[config.mk]
export PLATFORM = sky130hd
export DESIGN_NAME = timer_counter_config_control
export DESIGN_NICKNAME = d
export VERILOG_FILES = /design/src/tmr_cfg_pkg.sv /design/src/trig_edge.sv /design/src/timer_counter_config_control.sv
export SDC_FILE = /design/constraint.sdc
export NUM_CORES = 1
export LEC_CHECK = 0
export CAP_MARGIN = 20
export CORE_MARGIN = 2
export CORE_UTILIZATION = 63
export CTS_CLUSTER_DIAMETER = 50
export DETAILED_ROUTE_END_ITERATION = 8
export DONT_BUFFER_PORTS = 1
export PLACE_DENSITY = 0.84
export SLEW_MARGIN = 0
export SYNTH_ARGS = -nofsm -noshare
export SYNTH_HDL_FRONTEND = slang
export SYNTH_SLANG_ARGS = --single-unit
[constraint.sdc]
create_clock -name mclk -period 2.44 [get_ports mclk]
set_input_delay 0.61 -clock mclk [delete_from_list [all_inputs] [get_ports mclk]]
set_output_delay 0.61 -clock mclk [all_outputs]
set_load 0.02 [all_outputs]
[src/tmr_cfg_pkg.sv]
// constants and carrier types for the timer configuration control block
// assumes a single 125 MHz clock domain and an AHB-Lite register bus
package tmr_cfg_pkg;

  // register byte addresses
  localparam logic [7:0] addr_configuration = 8'h00;
  localparam logic [7:0] addr_control = 8'h04;
  localparam logic [7:0] addr_modulo = 8'h08;
  localparam logic [7:0] addr_status = 8'h0c;

  // configuration field positions
  localparam int trigger_select_lsb = 24;
  localparam int reload_on_trigger_pos = 18;
  localparam int stop_on_overflow_pos = 17;
  localparam int start_on_trigger_pos = 16;
  localparam int global_timebase_pos = 9;
  localparam int debug_behaviour_lsb = 6;
  localparam int doze_pause_pos = 5;

  // writable bits of configuration; reserved bits read zero
  localparam logic [31:0] configuration_mask = 32'h0f07_02e0;
  localparam logic [31:0] configuration_reset = 32'h0000_0000;
  localparam logic [1:0] clock_mode_reset = 2'h0;
  localparam logic [15:0] modulo_reset = 16'hffff;
  localparam logic [1:0] debug_continue = 2'h3;

  // status bit positions
  localparam int status_overflow_pos = 0;
  localparam int status_running_pos = 1;
  localparam int status_halted_pos = 2;

  // run state of the counter
  typedef enum logic [1:0] {
    st_disabled,
    st_wait_trigger,
    st_running,
    st_halted
  } run_state_type;

  // pause and trigger inputs from the system
  typedef struct packed {
    logic debug_active;
    logic doze_active;
    logic trigger_in;
  } sys_in_type;

endpackage : tmr_cfg_pkg

[src/trig_edge.sv]
// rising edge detector behind a two-stage synchroniser
// assumes the input may be asynchronous to mclk
`timescale 1ns/100ps
`default_nettype none
module trig_edge
(
  input wire logic mclk,
  input wire logic rst,
  input wire logic din,
  output logic rise
);
  typedef struct packed {
    logic s1;
    logic s2;
    logic s3;
    logic rise;
  } edge_state_type;
  edge_state_type state;
  edge_state_type next_state;

  // only s2 and s3 feed the edge compare
  always_comb
  begin
    next_state = state;
    next_state.s1 = din;
    next_state.s2 = state.s1;
    next_state.s3 = state.s2;
    next_state.rise = state.s2 & ~state.s3;
  end

  // register
  always_ff @(posedge mclk)
  begin
    if (rst)
      state <= '0;
    else
      state <= next_state;
  end

  assign rise = state.rise;
endmodule : trig_edge
`default_nettype wire

[src/timer_counter_config_control.sv]
// timer configuration control: run state, counter, timebase select, AHB-Lite slave
// assumes one clock, synchronous reset, single word AHB-Lite transfers
//
// Functional notes
// - stop-on-overflow set halts counting after overflow; clear keeps counting.
// - start-on-trigger set: enabled counter waits for trigger rising edge.
// - start-on-trigger set: trigger edge restarts a counter halted by overflow.
// - start-on-trigger clear: counter counts right after enabling.
// - trigger ignored while paused by debug or doze.
// - global timebase select set: channels see the external timebase.
// - global timebase select clear: channels see the internal counter.
// - internal counter keeps wrapping and flagging overflow with external timebase.
// - debug pause setting: no counting, no triggers during debug.
// - debug behaviour 11 keeps counting in debug.
// - doze pause clear: counting continues in doze.
// - doze pause set: no counting, no triggers in doze.
// - reserved configuration bits read zero and ignore writes.
// - overflow is an increment at the modulo value; sets the overflow flag.
// - reload to zero by write or trigger is no overflow.
// - clock mode resets to zero so the counter starts disabled.
//
// The address map and the AHB-Lite register port are this design's own decisions.
`timescale 1ns/100ps
`default_nettype none
module timer_counter_config_control
#(
  parameter int count_width = 16
)
(
  input wire logic mclk,
  input wire logic rst,
  input wire logic hsel,
  input wire logic [31:0] haddr,
  input wire logic [1:0] htrans,
  input wire logic hwrite,
  input wire logic [2:0] hsize,
  input wire logic [31:0] hwdata,
  input wire logic hready,
  output logic [31:0] hrdata,
  output logic hreadyout,
  output logic hresp,
  input wire tmr_cfg_pkg::sys_in_type sys_in,
  input wire logic [count_width-1:0] global_timebase,
  output logic [count_width-1:0] channel_timebase,
  output logic [count_width-1:0] counter_value,
  output logic overflow_flag,
  output logic counting
);

  ////////////////////////////////////////////////////////////////////////
  // state

  typedef struct packed {
    logic [31:0] configuration;
    logic [1:0] clock_mode_select;
    logic [count_width-1:0] modulo_value;
    logic [count_width-1:0] count;
    logic overflow_flag;
    tmr_cfg_pkg::run_state_type run;
    logic wr_pend;
    logic [7:0] wr_addr;
    logic [31:0] hrdata;
    logic [count_width-1:0] channel_timebase;
    logic counting;
  } ctl_state_type;

  ctl_state_type state;
  ctl_state_type next_state;
  logic trig_rise;
  logic paused;
  logic trig_ok;
  logic enabled;
  logic at_modulo;
  logic addr_phase;
  logic stop_on_overflow;
  logic start_on_trigger;
  logic reload_on_trigger;
  logic global_timebase_select;
  logic doze_pause;
  logic [1:0] debug_behaviour;
  logic [31:0] read_word;
  logic [31:0] status_word;
  logic overflow_event;

  ////////////////////////////////////////////////////////////////////////
  // trigger edge detection

  trig_edge u_trig_edge
  (
    .mclk(mclk),
    .rst(rst),
    .din(sys_in.trigger_in),
    .rise(trig_rise)
  );

  ////////////////////////////////////////////////////////////////////////
  // decoded configuration fields

  // field extraction
  assign stop_on_overflow = state.configuration[tmr_cfg_pkg::stop_on_overflow_pos];
  assign start_on_trigger = state.configuration[tmr_cfg_pkg::start_on_trigger_pos];
  assign reload_on_trigger = state.configuration[tmr_cfg_pkg::reload_on_trigger_pos];
  assign global_timebase_select = state.configuration[tmr_cfg_pkg::global_timebase_pos];
  assign doze_pause = state.configuration[tmr_cfg_pkg::doze_pause_pos];
  assign debug_behaviour = state.configuration[tmr_cfg_pkg::debug_behaviour_lsb +: 2];

  // pause conditions and trigger gating
  assign paused = (sys_in.debug_active && debug_behaviour != tmr_cfg_pkg::debug_continue)
    || (sys_in.doze_active && doze_pause);
  assign trig_ok = trig_rise && !paused;
  assign enabled = state.clock_mode_select != 2'h0;
  assign at_modulo = state.count == state.modulo_value;
  // overflow in this cycle; beats a software clear of the flag
  assign overflow_event = state.run == tmr_cfg_pkg::st_running && !paused && at_modulo;
  assign addr_phase = hsel && hready && htrans[1];

  // status readback
  always_comb
  begin
    status_word = 32'h0000_0000;
    status_word[tmr_cfg_pkg::status_overflow_pos] = state.overflow_flag;
    status_word[tmr_cfg_pkg::status_running_pos] = state.run == tmr_cfg_pkg::st_running;
    status_word[tmr_cfg_pkg::status_halted_pos] = state.run == tmr_cfg_pkg::st_halted;
  end

  // read multiplexer
  always_comb
  begin
    read_word = 32'h0000_0000;
    unique case (haddr[7:0])
      tmr_cfg_pkg::addr_configuration: read_word = state.configuration;
      tmr_cfg_pkg::addr_control: read_word = {30'h0, state.clock_mode_select};
      tmr_cfg_pkg::addr_modulo: read_word = 32'(state.modulo_value);
      tmr_cfg_pkg::addr_status: read_word = status_word;
      default: read_word = 32'h0000_0000;
    endcase
  end

  ////////////////////////////////////////////////////////////////////////
  // next state

  always_comb
  begin
    next_state = state;
    // bus address phase
    if (addr_phase)
    begin
      next_state.wr_pend = hwrite;
      next_state.wr_addr = haddr[7:0];
      if (!hwrite)
        next_state.hrdata = read_word;
    end
    else if (hready)
      next_state.wr_pend = 1'b0;
    // run state machine
    unique case (state.run)
      tmr_cfg_pkg::st_disabled:
        if (enabled)
          next_state.run = start_on_trigger ? tmr_cfg_pkg::st_wait_trigger
            : tmr_cfg_pkg::st_running;
      tmr_cfg_pkg::st_wait_trigger:
        if (trig_ok)
          next_state.run = tmr_cfg_pkg::st_running;
      tmr_cfg_pkg::st_halted:
        if (trig_ok && start_on_trigger)
          next_state.run = tmr_cfg_pkg::st_running;
      tmr_cfg_pkg::st_running:
        if (!paused)
        begin
          if (at_modulo)
          begin
            next_state.count = '0;
            next_state.overflow_flag = 1'b1;
            if (stop_on_overflow)
              next_state.run = tmr_cfg_pkg::st_halted;
          end
          else
            next_state.count = state.count + 1'b1;
        end
    endcase
    // reload by trigger does not halt the counter
    if (trig_ok && reload_on_trigger && state.run != tmr_cfg_pkg::st_disabled)
      next_state.count = '0;
    if (!enabled)
      next_state.run = tmr_cfg_pkg::st_disabled;
    // bus data phase write
    if (state.wr_pend && hready)
    begin
      unique case (state.wr_addr)
        tmr_cfg_pkg::addr_configuration:
          next_state.configuration = hwdata & tmr_cfg_pkg::configuration_mask;
        tmr_cfg_pkg::addr_control:
          next_state.clock_mode_select = hwdata[1:0];
        tmr_cfg_pkg::addr_modulo:
          next_state.modulo_value = hwdata[count_width-1:0];
        tmr_cfg_pkg::addr_status:
        begin
          // write one clears, a same-cycle overflow wins
          if (hwdata[tmr_cfg_pkg::status_overflow_pos] && !overflow_event)
            next_state.overflow_flag = 1'b0;
          // any write to status reloads the counter, no overflow
          next_state.count = '0;
        end
        default: ;
      endcase
    end
    // timebase selection for the channels
    next_state.channel_timebase = global_timebase_select ? global_timebase
      : next_state.count;
    next_state.counting = next_state.run == tmr_cfg_pkg::st_running && !paused;
  end

  ////////////////////////////////////////////////////////////////////////
  // register

  always_ff @(posedge mclk)
  begin
    if (rst)
    begin
      state <= '0;
      state.configuration <= tmr_cfg_pkg::configuration_reset;
      state.clock_mode_select <= tmr_cfg_pkg::clock_mode_reset;
      state.modulo_value <= count_width'(tmr_cfg_pkg::modulo_reset);
      state.run <= tmr_cfg_pkg::st_disabled;
    end
    else
      state <= next_state;
  end

  // outputs
  assign hrdata = state.hrdata;
  assign hreadyout = 1'b1;
  assign hresp = 1'b0;
  assign channel_timebase = state.channel_timebase;
  assign counter_value = state.count;
  assign overflow_flag = state.overflow_flag;
  assign counting = state.counting;

  ////////////////////////////////////////////////////////////////////////
  // assertions

  property p_stop_on_overflow;
    @(posedge mclk) disable iff (rst)
    (state.run == tmr_cfg_pkg::st_running && !paused && at_modulo && stop_on_overflow
      && enabled && !(state.wr_pend && hready))
    |=> state.run == tmr_cfg_pkg::st_halted;
  endproperty
  a_stop_on_overflow: assert property (p_stop_on_overflow) else $error("no halt at overflow");

  property p_wait_trigger;
    @(posedge mclk) disable iff (rst)
    (state.run == tmr_cfg_pkg::st_wait_trigger && !trig_ok && !(state.wr_pend && hready))
    |=> $stable(state.count);
  endproperty
  a_wait_trigger: assert property (p_wait_trigger) else $error("counted before trigger");

  property p_restart;
    @(posedge mclk) disable iff (rst)
    (state.run == tmr_cfg_pkg::st_halted && trig_ok && start_on_trigger && enabled)
    |=> state.run == tmr_cfg_pkg::st_running;
  endproperty
  a_restart: assert property (p_restart) else $error("no restart on trigger");

  property p_immediate;
    @(posedge mclk) disable iff (rst)
    (state.run == tmr_cfg_pkg::st_disabled && enabled && !start_on_trigger)
    |=> state.run == tmr_cfg_pkg::st_running;
  endproperty
  a_immediate: assert property (p_immediate) else $error("no immediate start");

  property p_paused_hold;
    @(posedge mclk) disable iff (rst)
    (paused && enabled && state.run != tmr_cfg_pkg::st_disabled
      && !(state.wr_pend && hready))
    |=> state.run == $past(state.run) && state.count == $past(state.count);
  endproperty
  a_paused_hold: assert property (p_paused_hold) else $error("moved while paused");

  property p_timebase;
    @(posedge mclk) disable iff (rst)
    global_timebase_select ##1 global_timebase_select
    |-> channel_timebase == $past(global_timebase);
  endproperty
  a_timebase: assert property (p_timebase) else $error("wrong channel timebase");

  property p_overflow_flag;
    @(posedge mclk) disable iff (rst)
    (state.run == tmr_cfg_pkg::st_running && !paused && at_modulo && enabled)
    |=> overflow_flag && counter_value == '0;
  endproperty
  a_overflow_flag: assert property (p_overflow_flag) else $error("overflow not flagged");

  property p_reserved;
    @(posedge mclk) disable iff (rst)
    (state.configuration & ~tmr_cfg_pkg::configuration_mask) == 32'h0000_0000;
  endproperty
  a_reserved: assert property (p_reserved) else $error("reserved bit set");

  property p_wrap_continue;
    @(posedge mclk) disable iff (rst)
    (state.run == tmr_cfg_pkg::st_running && !paused && at_modulo && !stop_on_overflow && enabled)
    |=> state.run == tmr_cfg_pkg::st_running;
  endproperty
  a_wrap_continue: assert property (p_wrap_continue) else $error("halted without stop");

  property p_internal_timebase;
    @(posedge mclk) disable iff (rst)
    !global_timebase_select |=> channel_timebase == counter_value;
  endproperty
  a_internal_timebase: assert property (p_internal_timebase) else $error("not internal");

  property p_paused_stop;
    @(posedge mclk) disable iff (rst)
    ((sys_in.debug_active && debug_behaviour != tmr_cfg_pkg::debug_continue)
      || (sys_in.doze_active && doze_pause))
    |=> !counting;
  endproperty
  a_paused_stop: assert property (p_paused_stop) else $error("counting while paused");

  property p_debug_continue;
    @(posedge mclk) disable iff (rst)
    (state.run == tmr_cfg_pkg::st_running && enabled && !(at_modulo && stop_on_overflow)
      && sys_in.debug_active && debug_behaviour == tmr_cfg_pkg::debug_continue
      && !(sys_in.doze_active && doze_pause))
    |=> counting;
  endproperty
  a_debug_continue: assert property (p_debug_continue) else $error("stopped in debug");

  property p_doze_continue;
    @(posedge mclk) disable iff (rst)
    (state.run == tmr_cfg_pkg::st_running && enabled && !(at_modulo && stop_on_overflow)
      && sys_in.doze_active && !doze_pause
      && !(sys_in.debug_active && debug_behaviour != tmr_cfg_pkg::debug_continue))
    |=> counting;
  endproperty
  a_doze_continue: assert property (p_doze_continue) else $error("stopped in doze");

  property p_trigger_delay;
    @(posedge mclk) disable iff (rst)
    $rose(sys_in.trigger_in) |-> ##3 trig_rise;
  endproperty
  a_trigger_delay: assert property (p_trigger_delay) else $error("trigger edge lost");

  property p_reload_zero;
    @(posedge mclk) disable iff (rst)
    (state.run == tmr_cfg_pkg::st_running && enabled && trig_ok && reload_on_trigger && !at_modulo)
    |=> state.run == tmr_cfg_pkg::st_running && counter_value == '0;
  endproperty
  a_reload_zero: assert property (p_reload_zero) else $error("reload stopped counter");

  c_overflow_halt: cover property (@(posedge mclk) state.run == tmr_cfg_pkg::st_halted);
  c_trigger_start: cover property (@(posedge mclk)
    state.run == tmr_cfg_pkg::st_wait_trigger ##1 state.run == tmr_cfg_pkg::st_running);
  c_paused: cover property (@(posedge mclk) paused && state.run == tmr_cfg_pkg::st_running);
  c_reload: cover property (@(posedge mclk) trig_ok && reload_on_trigger);

endmodule : timer_counter_config_control
`default_nettype wire

* After elaboration in Yosys (flattened, before gate mapping)
Index checks and enable logic that the tools add are counted.
** Storage, ports and cells
- Flip-flop bits (word level) :: 110
- Bits of input ports :: 93
- Output and inout port bits :: 68
- Logic and storage cells :: 75
** Cells by class
- Add/sub/neg operators :: 1
- Equal/unequal tests :: 12
- Multiplexer cells :: 18
- Bitwise operators :: 3
- Reduce and logical (&&, ||, !) cells :: 26
** Operator list (count)
- $pmux 28 s4 :: 1
- $mux 17 :: 3
- $mux 16 :: 3
- $eq 8x4->1 const B :: 4
- $mux 19 :: 1
- $add 16x1->16 const B :: 1
- $eq 16x16->1 :: 1
- $eq 8x3->1 const B :: 2
- $logic_not 8->1 :: 2
- $logic_and 1x1->1 :: 13
- $mux 2 :: 5
- $pmux 2 s4 :: 1
- $reduce_and 2->1 :: 4
- $eq 2x2->1 const B :: 3
- $reduce_bool 2->1 :: 3
- $mux 1 :: 3
- $mux 3 :: 1
- $eq 2x1->1 const B :: 1
- $logic_not 1->1 :: 2
- $logic_not 2->1 :: 1
- $ne 2x2->1 const B :: 1
- $not 1->1 :: 2
- $and 1x1->1 :: 1
- $logic_or 1x1->1 :: 1

* Depth between registers and ports, before layout
- Word-level depth :: 12
- Gate-level depth with buffers :: 7
- Mapped depth without buffers :: 6

* Hierarchy
Synthesis repeated with hierarchy kept, for this count alone.
** Unflattened totals
- Cells, all modules :: 523
- Area total of the unflattened synthesis :: 4631.9 um^2
** Modules (own cells, without submodules)
- timer_counter_config_control :: instances 1, cells each 515, area each 4520.6 um^2, sequential area each 1941.9 um^2
- trig_edge :: instances 1, cells each 8, area each 111.4 um^2, sequential area each 80.1 um^2

* Least setup slack after synthesis
OpenSTA, ideal clock, no wires.
- Kind :: input to register
- From :: input haddr[0]
- To :: register state, in the netlist hrdata[16]
- Library setup time :: 0.070 ns
- Arrival :: 1.977 ns
- Data required time :: 2.370 ns
- Path slack :: 0.393 ns
- Stages :: 6
- Path buffers :: 1
- Cell sequence :: or4_1 nor4_4 nor2b_1 clkbuf_1 nand2_1 a21oi_1
** Between the ends
- Cells in the longest elaborated chain, start to end :: 2
- Elaborated cells on any way between the ends :: 5
- Classes of those cells :: eq/ne: 3; mux: 1; reduce/logical: 1
** RTL lines
- from (decl) :: line timer_counter_config_control.sv:33 : input wire logic [31:0] haddr,
- $eq 8x4->1 (tied with other cells) :: line timer_counter_config_control.sv:130 : unique case (haddr[7:0])
- $pmux 28 s4 (*) :: line timer_counter_config_control.sv:130
- to (signal assigned) :: line timer_counter_config_control.sv:227 : state <= next_state;
- to (decl) :: line timer_counter_config_control.sv:67 : ctl_state_type state;
Mark *: on every way between the ends. The rest lies on a longest branch, timed or not.
A chain may end at the register's enable or synchronous reset.

* Worst setup path in the final report
- From :: register state[49] (netlist bit)
- To :: register state[119] (netlist bit)
** Between the ends
- Cells in the longest elaborated chain, start to end :: 2
** RTL lines
- $logic_not 8->1 :: line timer_counter_config_control.sv:189 : unique case (state.wr_addr)
- $reduce_and 2->1 (no source line)
No other way between the ends.

==> key figures <==
Layout
  – Commonest cells after routing, fill and taps aside: sky130_fd_sc_hd__dfxtp_1 (101), sky130_fd_sc_hd__nor2_1 (64), sky130_fd_sc_hd__nand2_1 (63)
  – Final Util: 63.1%
  – Share of layout cells above drive strength 1: 10.7%
  – Number of antenna repair diodes: 0
  – Layout net count: 573
  – Fill cells: 645
  – Signed area change from the synthesized netlist to the final layout: -1.97%
  – Most frequent standard cell in the layout excluding fill and tap cells: sky130_fd_sc_hd__dfxtp_1

Clocking
  – H-tree depth: 3
  – Sinks on Clock Net: 101
  – CTS root buf: sky130_fd_sc_hd__clkbuf_8
  – Setup repair bufs after CTS: 0
  – Clock transition at the register clock pins on the worst setup and hold paths after CTS: 100 ps
  – Bufs on Longest Clock Path: 2
  – CTS resizes: 0
  – Clock tree from TritonCTS: built
  – Latest clock arrival within the worst-skew pair: 360 ps
  – Post-cts hold buffer count: 0
  – Inserted Clock Buffers: 9

Min path
  – Worst Hold Class: primary input to register
  – Worst Hold Path EP: reload_on_trigger
  – Depth of the worst hold-timing path: 1
  – Hold path startpoint: rst

Power
  – Total power per unit cell area: 609 nW/µm²
  – Maximum resistive drop on vdd: 333 µV
  – Reported leakage power: 0.00168 µW

Drt
  – Wire length on met3: 809 µm
  – Detailed-route vias per instance: 5.73
  – Remaining number of nets flagged by the antenna check after routing: 0
  – Top metal layer carrying routed signals: met4
  – Wire length on met1: 4.04 mm
  – Final WL: 9.61 mm
  – Drt first pass iters: 7
  – Iteration-0 DRC Markers: 249
  – Sum of met2 wire segment lengths after detailed routing: 4.49 mm
  – Wire length per cell: 16.5 µm
  – Number of design rule violations left after detail routing: 0
  – Routed vias: 3339

STA
  – Worst slew pin tran: 598 ps
  – Worst max-slew margin expressed relative to the limit: 60.1%
  – Final setup viols: 0
  – Hold Violations, Final: 0
  – Worst clock skew on the final layout: 14.6 ps
  – Setup repair after global routing missed its margin: false
  – Slew Viols, Final: 0
  – Shortest period the worst path allows: 2160 ps
  – Highest clock frequency the design can meet: 464 MHz
  – Final setup TNS: 0 ps
  – Final period utilization: 88.3%

Worst setup path
  – Path type of the worst setup path: register to register
  – Launching point of the worst reg2reg path: state[49]
  – Required time of the critical path: 2710 ps
  – Register-to-Register Setup Slack: 280 ps
  – Worst EP arrival: 2420 ps
  – Worst-path fanout max: 5
  – Endpoint type of the worst setup path: register
  – Number of cell instances on the worst register-to-register path: 6
  – Crit start category: register
  – Worst r2r dst: state[119]

Run
  – Reported max-cap violation count: 0

Yosys
  – Cell count after synthesis: 529
  – Ys flop type: sky130_fd_sc_hd__dfxtp_1
  – Count of flip-flops with a built-in enable after synthesis: 0
  – Leading area contributor after synthesis: sky130_fd_sc_hd__dfxtp_1
  – Count of distinct cell types in the synthesized netlist: 45
  – Share of synthesized flip-flops with an asynchronous set or reset: 0%
  – Cell area after synthesis: 4640 µm²
  – Synthesized flop and latch total: 101
  – Area contributors post-synth: sky130_fd_sc_hd__dfxtp_1 (44%), sky130_fd_sc_hd__buf_4 (11%), sky130_fd_sc_hd__nor2_1 (5.2%)
  – Yosys Warn Count: 0
  – Sequential-to-total area share from yosys stat: 43.5%
  – Proportion of netlist area held by the largest area contributor: 43.5%
  – Mean post-synth cell area: 8.78 µm²

Global route
  – GRT Util Overall: 23.7%
  – Largest net degree at the start of global routing: 69
  – Via count of the first global-routing pass: 3259
  – First-pass GRT wire length: 15.6 mm
  – GRT overflow: 0
  – Antenna violations before repair: 0

Floorplan
  – Vert. Die Dim: 89.9 µm
  – Core Rows: 31
  – Placeable core region: 7210 µm²
  – Die area: 8070 µm²
  – Initial standard-cell utilization of the core: 64.4%
  – Chip width: 89.9 µm
  – Number of top-level pins: 161

Run status
  – Result of the run: completed

Place
  – Half-perimeter wire length of the detailed placement result: 7.06 mm
  – Input/output buffers: 0
  – Global placer's final weighted congestion: 0.843
-- power breakdown --
part,switching [µW],total [µW],internal (µW)
clock,609,1030,417
combinational,51.1,79.4,28.4
sequential,8.61,1670,1660
-- synthesized netlist by cell type, drive strengths merged (3+ instances only) --
master and instances:
o31ai 16, nor3 7, mux2i 16, nand3 8
clkbuf 18, a22oi 11, dfxtp 101, xnor2 7
inv 21, xor2 24, o21ai 3, nor2 64
nand4 9, a21oi 21, buf 75, nor2b 8
and4 3, mux2 5, nor4 7, nand2 63
a211o 16
-- cell families (layout without fill, tap and decap cells) --
logic type,after synthesis,count (layout),share of synthesized area (%)
multiplexers,21,21,4.66
flip-flops,101,101,43.5
AND/OR/NAND/NOR,180,180,18.3
adder cells (fa/ha/maj),1,1,0.269
buffers and inverters,114,60,15.0
XOR/XNOR,31,31,5.85
other,2,11,0.162
AO/OA/AOI/OAI,79,79,12.2
-- state kept, by name (all words and copies together) (netlist names) --
register,flops
state,34
counting,1
channel_timebase,16
u_trig_edge.next_state,2
global_timebase_select,1
debug_behaviour,2
start_on_trigger,1
reload_on_trigger,1
u_trig_edge.state,1
hrdata,23
doze_pause,1
overflow_flag,1
counter_value,16
u_trig_edge.rise,1
-- critical path: stages, from the launching register on --
cell                      delay [ps]
sky130_fd_sc_hd__dfxtp_1         320
sky130_fd_sc_hd__or4_4           540
sky130_fd_sc_hd__nor4_4          290
sky130_fd_sc_hd__nor3b_4         430
sky130_fd_sc_hd__buf_4           230
sky130_fd_sc_hd__mux2i_1         200
sky130_fd_sc_hd__nor2_1           50
-- cell type report --
type / count / area [µm²] / area share [%]
flip-flops and latches: 101 / 2020 / 44.4
multi-input cells: 323 / 1960 / 43.1
repair buffers: 23 / 173 / 3.79
clock buffers: 10 / 138 / 3.02
well taps: 99 / 124 / 2.72
inverters: 21 / 78.8 / 1.73
clock inverters: 6 / 53.8 / 1.18
-- metrics by stage --
stage / hold WS (ps) / cells / power, µW / worst slack [ps] / cell area (µm²)
2_1_floorplan: 367 / 538 / 1800 / 393 / 4680
3_3_place_gp: 373 / 567 / 1780 / 237 / 4360
3_5_place_dp: 390 / 567 / 1780 / 171 / 4360
4_1_cts: 297 / 583 / 2790 / 248 / 4550
5_1_grt: 299 / 583 / 2860 / 188 / 4550
6_report: 311 / 583 / 2770 / 285 / 4550
-- worst max-delay path by stage --
stage | from | to | slack, ps | cells after the start
after CTS | state[49] | state[119] | 250 | 6
after detailed placement | haddr[0] | hrdata[14] | 170 | 5
after global placement | haddr[0] | hrdata[10] | 240 | 5
after floorplan | haddr[0] | hrdata[16] | 390 | 6
after global routing | state[49] | state[119] | 190 | 6
final | state[49] | state[119] | 280 | 6
-- per-layer routing --
metal  global-route usage, %  up-vias
met5                       0        -
met4                    10.3        0
met3                    7.80       28
met2                    39.3      144
met1                    28.2     1566
li1                        -     1601
Power figures use the tool's default switching activity.
